[src/pkg/hsc_pkg.sv]
// Constants for the host system control register bank
`default_nettype none
package hsc_pkg;
   // Clock and EEPROM serial timing
   localparam int CLK_MHZ = 10;
   localparam int EE_HALF_NS = 1000;
   localparam int EE_HALF_CYC = (EE_HALF_NS * CLK_MHZ + 999) / 1000;
   localparam int EE_CMD_BITS = 9;
   localparam int EE_DATA_BITS = 16;
   localparam int EE_WORDS = 3;
   localparam logic [2:0] EE_CMD_READ = 3'h6;
   // Strap sampling delay after reset release
   localparam logic [1:0] BOOT_WAIT = 2'h3;
   // Register offsets inside a bank
   localparam logic [3:0] OFF_SPEED = 4'h0;
   localparam logic [3:0] OFF_EEPROM_PIN_CTRL = 4'h2;
   localparam logic [3:0] OFF_STAT = 4'h4;
   localparam logic [3:0] OFF_GRR = 4'h6;
   localparam logic [3:0] OFF_BUS_WIDTH_CONFIG = 4'h8;
   localparam logic [3:0] OFF_STATION_ADDR_HIGH = 4'h4;
   localparam logic [3:0] OFF_BANK = 4'he;
   // Banks
   localparam logic [5:0] BANK_MAC = 6'h02;
   localparam logic [5:0] BANK_SYS = 6'h03;
   localparam logic [5:0] BANK_RSV_LO = 6'h04;
   localparam logic [5:0] BANK_RSV_HI = 6'h0f;
   // Base address
   localparam logic [15:0] BASE_DEFAULT = 16'h0300;
   localparam logic [15:0] BASE_MASK = 16'hffe0;
   // EEPROM word locations
   localparam logic [5:0] EE_WORD_BASE = 6'h00;
   localparam logic [5:0] EE_WORD_STATION_ADDR_HIGH = 6'h03;
   localparam logic [5:0] EE_WORD_CFG = 6'h06;
   // Field positions
   localparam int BIT_EEPROM_SOFTWARE_ACCESS = 4;
   localparam int BIT_EEPROM_SERIAL_IN = 3;
   localparam int BIT_TX_DONE = 12;
   localparam int BIT_TX_FAIL = 11;
   localparam int BIT_RX_DONE = 4;
   localparam int BIT_RX_FAIL = 3;
   localparam int BIT_CFG_SPEED = 1;
   localparam int BIT_CFG_WIDTH = 0;
   localparam int BIT_GRR = 0;
   // Bus speed codes
   localparam logic [1:0] SPEED_FAST = 2'h0;
   localparam logic [1:0] SPEED_SLOW = 2'h3;
   typedef enum logic [2:0] {
      HSC_LD_IDLE, HSC_LD_SEL, HSC_LD_OUT, HSC_LD_IN, HSC_LD_GAP, HSC_LD_DONE
   } hsc_ld_state_t;
endpackage
`default_nettype wire

[src/hdl/hsc_eeprom_loader.sv]
// Serial EEPROM reader that fetches the boot words after reset
`default_nettype none
module hsc_eeprom_loader (
   // Clock and reset
   input wire logic clk_i,
   input wire logic rst_i,
   // Control
   input wire logic start_i,
   input wire logic din_i,
   // EEPROM pins
   output logic cs_o,
   output logic sk_o,
   output logic do_o,
   // Loaded words
   output logic valid_o,
   output logic [5:0] addr_o,
   output logic [15:0] word_o,
   output logic busy_o
);
   import hsc_pkg::*;

   typedef struct packed {
      hsc_ld_state_t st;
      logic [3:0] tick;
      logic [4:0] bits;
      logic [1:0] widx;
      logic [8:0] cmd;
      logic [15:0] word;
      logic [5:0] addr;
      logic cs;
      logic sk;
      logic dout;
      logic valid;
   } hsc_ld_t;

   hsc_ld_t q;
   hsc_ld_t d;
   logic tick_end;

   function automatic logic [5:0] word_addr(input logic [1:0] idx);
      case (idx)
         2'h0: word_addr = EE_WORD_BASE;
         2'h1: word_addr = EE_WORD_STATION_ADDR_HIGH;
         default: word_addr = EE_WORD_CFG;
      endcase
   endfunction

   function automatic logic [8:0] read_cmd(input logic [1:0] idx);
      read_cmd = {EE_CMD_READ, word_addr(idx)};
   endfunction

   assign tick_end = (q.tick == 4'(EE_HALF_CYC - 1));

   always_comb begin
      d = q;
      d.valid = 1'b0;
      if (q.st != HSC_LD_IDLE && q.st != HSC_LD_DONE) begin
         d.tick = tick_end ? 4'h0 : q.tick + 4'h1;
      end
      case (q.st)
         HSC_LD_IDLE: begin
            if (start_i) begin
               d.st = HSC_LD_SEL;
               d.widx = 2'h0;
               d.cs = 1'b1;
               d.tick = 4'h0;
               d.cmd = read_cmd(2'h0);
            end
         end
         HSC_LD_SEL: begin
            if (tick_end) begin
               d.st = HSC_LD_OUT;
               d.bits = 5'h0;
               d.dout = q.cmd[8];
            end
         end
         HSC_LD_OUT: begin
            if (tick_end) begin
               if (!q.sk) begin
                  d.sk = 1'b1;
               end else begin
                  d.sk = 1'b0;
                  d.cmd = {q.cmd[7:0], 1'b0};
                  if (q.bits == 5'(EE_CMD_BITS - 1)) begin
                     d.st = HSC_LD_IN;
                     d.bits = 5'h0;
                     d.dout = 1'b0;
                  end else begin
                     d.bits = q.bits + 5'h1;
                     d.dout = q.cmd[7];
                  end
               end
            end
         end
         HSC_LD_IN: begin
            if (tick_end) begin
               if (!q.sk) begin
                  d.sk = 1'b1;
               end else begin
                  d.sk = 1'b0;
                  d.word = {q.word[14:0], din_i};
                  d.bits = q.bits + 5'h1;
                  if (q.bits == 5'(EE_DATA_BITS - 1)) begin
                     d.st = HSC_LD_GAP;
                     d.cs = 1'b0;
                     d.valid = 1'b1;
                     d.addr = word_addr(q.widx);
                  end
               end
            end
         end
         HSC_LD_GAP: begin
            // Chip select stays low for one half period between words
            if (tick_end) begin
               if (q.widx == 2'(EE_WORDS - 1)) begin
                  d.st = HSC_LD_DONE;
               end else begin
                  d.st = HSC_LD_SEL;
                  d.widx = q.widx + 2'h1;
                  d.cs = 1'b1;
                  d.cmd = read_cmd(q.widx + 2'h1);
               end
            end
         end
         default: begin
            d.st = HSC_LD_DONE;
         end
      endcase
   end

   always_ff @(posedge clk_i) begin
      if (rst_i) begin
         q <= '0;
      end else begin
         q <= d;
      end
   end

   assign cs_o = q.cs;
   assign sk_o = q.sk;
   assign do_o = q.dout;
   assign valid_o = q.valid;
   assign addr_o = q.addr;
   assign word_o = q.word;
   assign busy_o = (q.st != HSC_LD_IDLE) && (q.st != HSC_LD_DONE);
endmodule
`default_nettype wire

[src/hdl/hsc_sysctl_regs.sv]
// Host system control registers: station address, bus speed, EEPROM pins, reset, config
`default_nettype none
module hsc_sysctl_regs (
   // Clock and reset
   input wire logic clk_i,
   input wire logic rst_i,
   // Host register port
   input wire logic bus_wr_i,
   input wire logic bus_rd_i,
   input wire logic [3:0] bus_addr_i,
   input wire logic [15:0] bus_wdata_i,
   output logic [15:0] bus_rdata_o,
   output logic bus_rvalid_o,
   // Self-test status from memory test logic
   input wire logic tx_selftest_done_i,
   input wire logic tx_selftest_fail_i,
   input wire logic rx_selftest_done_i,
   input wire logic rx_selftest_fail_i,
   // EEPROM pins
   input wire logic eeprom_enable_pin_i,
   input wire logic eeprom_serial_in_i,
   output logic eeprom_serial_out_o,
   output logic eeprom_serial_clock_o,
   output logic eeprom_chip_select_o,
   // Control outputs to the rest of the chip
   output logic [1:0] internal_bus_speed_o,
   output logic [15:0] base_addr_o,
   output logic [15:0] station_addr_high_o,
   output logic soft_reset_o,
   output logic bus_width_16_o,
   output logic [5:0] bank_select_o
);
   import hsc_pkg::*;

   typedef struct packed {
      logic en_m;
      logic en_s;
      logic di_m;
      logic di_s;
      logic [1:0] boot;
      logic strap;
      logic ld_start;
      logic [5:0] bank;
      logic [15:0] base;
      logic [15:0] station_addr_high;
      logic [1:0] speed;
      logic eeprom_software_access;
      logic [2:0] eeprom_pin_bits;
      logic global_soft_reset;
      logic width;
      logic [15:0] rdata;
      logic rvalid;
      logic cs;
      logic sk;
      logic dout;
   } hsc_regs_t;

   hsc_regs_t q;
   hsc_regs_t d;
   logic ld_cs;
   logic ld_sk;
   logic ld_do;
   logic ld_valid;
   logic [5:0] ld_addr;
   logic [15:0] ld_word;
   logic ld_busy;

   function automatic logic hit(input logic [5:0] bank, input logic [3:0] addr,
                                input logic [5:0] want_bank, input logic [3:0] want_addr);
      hit = (bank == want_bank) && (addr == want_addr);
   endfunction

   hsc_eeprom_loader u_loader (
      .clk_i(clk_i),
      .rst_i(rst_i),
      .start_i(q.ld_start),
      .din_i(q.di_s),
      .cs_o(ld_cs),
      .sk_o(ld_sk),
      .do_o(ld_do),
      .valid_o(ld_valid),
      .addr_o(ld_addr),
      .word_o(ld_word),
      .busy_o(ld_busy)
   );

   always_comb begin
      d = q;
      d.en_m = eeprom_enable_pin_i;
      d.en_s = q.en_m;
      d.di_m = eeprom_serial_in_i;
      d.di_s = q.di_m;
      d.ld_start = 1'b0;
      d.rvalid = 1'b0;
      // Strap is sampled once the synchroniser has settled after reset
      if (q.boot != BOOT_WAIT) begin
         d.boot = q.boot + 2'h1;
         if (q.boot == BOOT_WAIT - 2'h1) begin
            d.strap = q.en_s;
            d.ld_start = q.en_s;
         end
      end
      // Host writes
      // reserved banks ignore writes except to the bank select offset
      if (bus_wr_i) begin
         if (bus_addr_i == OFF_BANK) begin
            d.bank = bus_wdata_i[5:0];
         end else if (hit(q.bank, bus_addr_i, BANK_MAC, OFF_STATION_ADDR_HIGH)) begin
            d.station_addr_high = bus_wdata_i;
         end else if (hit(q.bank, bus_addr_i, BANK_SYS, OFF_SPEED)) begin
            d.speed = bus_wdata_i[1:0];
         end else if (hit(q.bank, bus_addr_i, BANK_SYS, OFF_EEPROM_PIN_CTRL)) begin
            d.eeprom_software_access = bus_wdata_i[BIT_EEPROM_SOFTWARE_ACCESS];
            d.eeprom_pin_bits = bus_wdata_i[2:0];
         end else if (hit(q.bank, bus_addr_i, BANK_SYS, OFF_GRR)) begin
            d.global_soft_reset = bus_wdata_i[BIT_GRR];
         end
      end
      // Loaded EEPROM words take priority over a host write in the same cycle
      if (ld_valid) begin
         if (ld_addr == EE_WORD_BASE) begin
            d.base = ld_word & BASE_MASK;
         end else if (ld_addr == EE_WORD_STATION_ADDR_HIGH) begin
            d.station_addr_high = ld_word;
         end else if (ld_addr == EE_WORD_CFG) begin
            d.speed = ld_word[BIT_CFG_SPEED] ? SPEED_SLOW : SPEED_FAST;
            d.width = ld_word[BIT_CFG_WIDTH];
         end
      end
      // Host reads; unmapped and reserved locations read zero
      // reserved banks read zero except at the bank select offset
      if (bus_rd_i) begin
         d.rvalid = 1'b1;
         d.rdata = 16'h0000;
         if (bus_addr_i == OFF_BANK) begin
            d.rdata[5:0] = q.bank;
         end else if (hit(q.bank, bus_addr_i, BANK_MAC, OFF_STATION_ADDR_HIGH)) begin
            d.rdata = q.station_addr_high;
         end else if (hit(q.bank, bus_addr_i, BANK_SYS, OFF_SPEED)) begin
            d.rdata[1:0] = q.speed;
         end else if (hit(q.bank, bus_addr_i, BANK_SYS, OFF_EEPROM_PIN_CTRL)) begin
            d.rdata[BIT_EEPROM_SOFTWARE_ACCESS] = q.eeprom_software_access;
            d.rdata[BIT_EEPROM_SERIAL_IN] = q.di_s;
            d.rdata[2:0] = q.eeprom_pin_bits;
         end else if (hit(q.bank, bus_addr_i, BANK_SYS, OFF_STAT)) begin
            d.rdata[BIT_TX_DONE] = tx_selftest_done_i;
            d.rdata[BIT_TX_FAIL] = tx_selftest_fail_i;
            d.rdata[BIT_RX_DONE] = rx_selftest_done_i;
            d.rdata[BIT_RX_FAIL] = rx_selftest_fail_i;
         end else if (hit(q.bank, bus_addr_i, BANK_SYS, OFF_GRR)) begin
            d.rdata[BIT_GRR] = q.global_soft_reset;
         end else if (hit(q.bank, bus_addr_i, BANK_SYS, OFF_BUS_WIDTH_CONFIG)) begin
            d.rdata[BIT_CFG_WIDTH] = q.width;
         end
      end
      if (q.eeprom_software_access) begin
         d.cs = q.eeprom_pin_bits[0];
         d.sk = q.eeprom_pin_bits[1];
         d.dout = q.eeprom_pin_bits[2];
      end else begin
         d.cs = ld_cs;
         d.sk = ld_sk;
         d.dout = ld_do;
      end
   end

   always_ff @(posedge clk_i) begin
      if (rst_i) begin
         // speed, pin bits and reset bit clear
         q <= '0;
         q.base <= BASE_DEFAULT;
      end else begin
         q <= d;
      end
   end

   assign bus_rdata_o = q.rdata;
   assign bus_rvalid_o = q.rvalid;
   assign eeprom_serial_out_o = q.dout;
   assign eeprom_serial_clock_o = q.sk;
   assign eeprom_chip_select_o = q.cs;
   assign internal_bus_speed_o = q.speed;
   assign base_addr_o = q.base;
   assign station_addr_high_o = q.station_addr_high;
   assign soft_reset_o = q.global_soft_reset;
   assign bus_width_16_o = q.width;
   assign bank_select_o = q.bank;
endmodule
`default_nettype wire

[config.mk]
export PLATFORM = sky130hd
export DESIGN_NAME = hsc_sysctl_regs
export DESIGN_NICKNAME = d
export VERILOG_FILES = /design/src/pkg/hsc_pkg.sv /design/src/hdl/hsc_eeprom_loader.sv /design/src/hdl/hsc_sysctl_regs.sv
export SDC_FILE = /design/constraint.sdc
export NUM_CORES = 1
export LEC_CHECK = 0
export ABC_AREA = 1
export BUFFER_PORTS_ARGS = -buffer_cell sky130_fd_sc_hd__buf_2
export CAP_MARGIN = 20
export CORE_MARGIN = 4
export CORE_UTILIZATION = 34
export CTS_CLUSTER_DIAMETER = 150
export CTS_CLUSTER_SIZE = 16
export DETAILED_ROUTE_END_ITERATION = 6
export GPL_TIMING_DRIVEN = 0
export SLEW_MARGIN = 20
export SYNTH_ARGS = -nofsm -noshare
export SYNTH_HDL_FRONTEND = slang
export SYNTH_SLANG_ARGS = --single-unit
[constraint.sdc]
create_clock -name clk_i -period 3.2 [get_ports clk_i]
set_clock_uncertainty 0.1 [all_clocks]
set_input_delay 0.64 -clock clk_i [delete_from_list [all_inputs] [get_ports clk_i]]
set_output_delay 0.64 -clock clk_i [all_outputs]
set_load 0.005 [all_outputs]
==> impl_results.md <==
* Routed WL per cell at 13.1 microns
* Net switching power of the design at about 760 uW
* CTS tree: yes
* # H-tree levels at 4
* Largest cells by area after synthesis: dfxtp_1, nand2_1, buf_4, nor2_1, nand3_1
* DR pass1 iterations at 5
* Combinational share of power at 0.038
* CTS Root Cell: clkbuf_16
* Final instance area at 0.00691 sq mm
* Share of the synthesized area in the top cell type at 0.407
* Port Buffers at 85
* Setup bufs post-CTS at 0
* Worst-Margin Slew at between 0.7 and 0.8 ns
* Kind of critical path: in2reg
* Sw Ratio at 0.217
* Seq pwr share at 0.413
* Largest net degree at the start of global routing at 17
* Post-Place Worst Slack at 0.767 ns
* Unique masters post-synth at 41
* CTS buffer count at 17
* Peak supply drop at ~0.00038 V
* Core ar. at ~0.016 sq mm
* Die ar. at around 0.019 sq mm
* Pwr/cell area at slightly above 500 mW/mm^2
* CTS Hold Bufs at 0
* Min Clock Period, post-route at 2.04 ns
* Multi-input logic area at about 0.0025 sq mm
* Dpl cells at about 1,100
* Final setup TNS at 0 ns
* Setup-failing EPs final at 0
* R2r worst-path depth at 10
* Clock transition at path regs at approximately 0.050 ns
* Max_cap viols at 0
* Synth-to-Final Area Change at 23.3%
* Critical Path Sink Type: register
* Gate Count Post-Synth at 777
* Final Cycle Share at 0.638
* Row count at 46
* Detailed placer's ending HPWL at about 11,000 microns
* F_max at ~500 MHz
* Drt initial violations at between 300 and 400
* Clock Power Share at 0.549
* Die Y at approximately 140 microns
* Gpl congestion at slightly below 0.9
* Most common cell after layout, fill and taps aside: nand2_1
* Vias in the first global route at ~4,500
* Area after DPL at around 0.0063 sq mm
* Die X at ~140 microns
* Share of cells above drive strength 1 at 0.237
* Seq/Total Area, Yosys at 0.407
* Syn_area_per_cell at 7.21 sq um
* Crit. Startpoint: bus_addr_i[1]
* Diode count at 0
* Setup slack, reg-to-reg at ~1.2 ns
* Reg-to-Reg End: u_loader.q[38]
* Initial core utilization at 0.350
* First-pass GRT wire length at approximately 23,000 microns
* Final ANT Viol Nets at 0
* Final Slew Violations at 0
* DR vias/cell at approximately 4.6
* Sequential Area at 0.00228 sq mm
* CP max FO at 10
* Synthesized flop and latch total at between 100 and 150
* Synth Cell Area at roughly 0.0056 sq mm
* Slew headroom at 0.528
* DRC violations left at 0
* IO Pins at approximately 90
* Final hold viol count at 0
* Synth warn at 0
* Setup ws final at ~1.2 ns
* GR Overflow Total at 0
* Non-filler cells, final at approximately 1,100
* Reg-to-reg startpoint: u_loader.q[37]
* Via count at ~5,000
* Sink Count at approximately 110
* RSZ-0062 raised after global routing: false
* Run status: complete, no violations
* Final wirelength at between 10,000 and 15,000 microns
* Post_cts resized at 0
* CP Launch Type: input pin
* Antenna violations before repair at 0
* CP required at 3.41 ns
* Hold WC Path Type: reg2reg
* Most frequent cells in the layout: nand2_1, dfxtp_1, buf_2
* Dominant cell type by area after synthesis: dfxtp_1
* Overall power at between 3 and 4 mW
* CP Capture Point: station_addr_high_o[2]
* Fillers at ~1,800
* Layout Nets at around 930
* Data arrival, critical path at ~2.3 ns
* Internal power at approximately 2.7 mW
* CTS max path bufs at 2
* Clock latency at the later pin of the worst-skew pair at 0.42 ns
* Tot GR Track Use at 0.159
* Leak pwr at around 3.2 nW
==> sequential cells by signal, indices dropped and copies added (netlist names), 2 cells and up <==
| name | cells |
|---|---|
| base_addr_o | 11 |
| bus_rdata_o | 16 |
| d | 2 |
| u_loader.word_o | 16 |
| u_loader.q | 23 |
| u_loader.addr_o | 3 |
| station_addr_high_o | 16 |
| q | 9 |
| bank_select_o | 6 |
| internal_bus_speed_o | 2 |
==> metrics by stage <==
| stage | utilization | hold slack [ns] |
|---|---|---|
| after floorplan | - | 0.288 |
| after global routing | 0.432 | 0.324 |
| after CTS | 0.432 | 0.304 |
| after detailed placement | 0.395 | 0.297 |
| after global placement | 0.395 | 0.294 |
| final | 0.432 | 0.303 |
==> layout make-up <==
cell class | instances | share of cell area
Multi-Input combinational cell | 512 | 0.363
Sequential cell | 114 | 0.330
Buffer | 84 | 0.0804
Clock buffer | 22 | 0.0672
Timing Repair Buffer | 85 | 0.0615
Inverter | 71 | 0.0396
Tap cell | 216 | 0.0391
Clock inverter | 9 | 0.0190
==> how the worst min path moves through the flow <==
stage | start | endpoint | slack [ns] | depth (start not counted)
after detailed placement | d[72] | q[72] | 0.30 | 2
after floorplan | d[70] | q[70] | 0.29 | 2
after global placement | d[72] | q[72] | 0.29 | 2
after CTS | d[72] | q[72] | 0.30 | 2
after global routing | eeprom_serial_in_i | d[70] | 0.32 | 3
final | d[72] | q[72] | 0.30 | 2
==> cell families after synthesis <==
group / Yosys count / synth area share
xor+xnor: 2 / 0.00313
compound gates: 138 / 0.137
buf+inv: 155 / 0.148
flops: 114 / 0.407
fa+ha+maj: 11 / 0.0246
other cells: 1 / 0.000669
simple gates: 356 / 0.280
==> critical path, stage by stage <==
cell and delay (ns):
buf_2 0.09, inv_1 0.03, nor2_1 0.20, nand3_1 0.30
nand2_1 0.31, inv_1 0.14, nand2_1 0.10, buf_4 0.17
o21ai_0 0.10, o21bai_1 0.13, inv_1 0.05
==> cell usage after synthesis, drive strengths merged <==
master / instances
conb: 1
buf: 66
clkbuf: 18
nand3b: 1
o211a: 1
o21bai: 4
ha: 11
o211ai: 16
nand4: 6
dfxtp: 114
clkinv: 4
o31ai: 1
nor2: 108
nand2: 162
nor3b: 3
nand3: 65
and2: 2
inv: 67
a31oi: 3
a21oi: 58
xor2: 2
o21ai: 53
nor3: 8
a211oi: 2
and3: 1
==> power groups by stage <==
stage                     Sequential (mW)  Clock, mW  Combinational, mW
after global routing                 1.44       2.02              0.149
final                                1.44       1.92              0.133
after CTS                            1.44       1.95              0.134
after detailed placement             1.47          0              0.132
after global placement               1.47          0              0.132
after floorplan                      1.47          0             0.0782
==> layer usage <==
metal  part of all wire  vias to the layer above  GRT usage
met5                  0                        -          0
met4              0.018                        0     0.0610
met3              0.052                       23     0.0422
met2               0.44                      136      0.237
met1               0.49                     2284      0.220
li1                   -                     2682          -
Note: power is estimated with default switching activity, not from simulation.
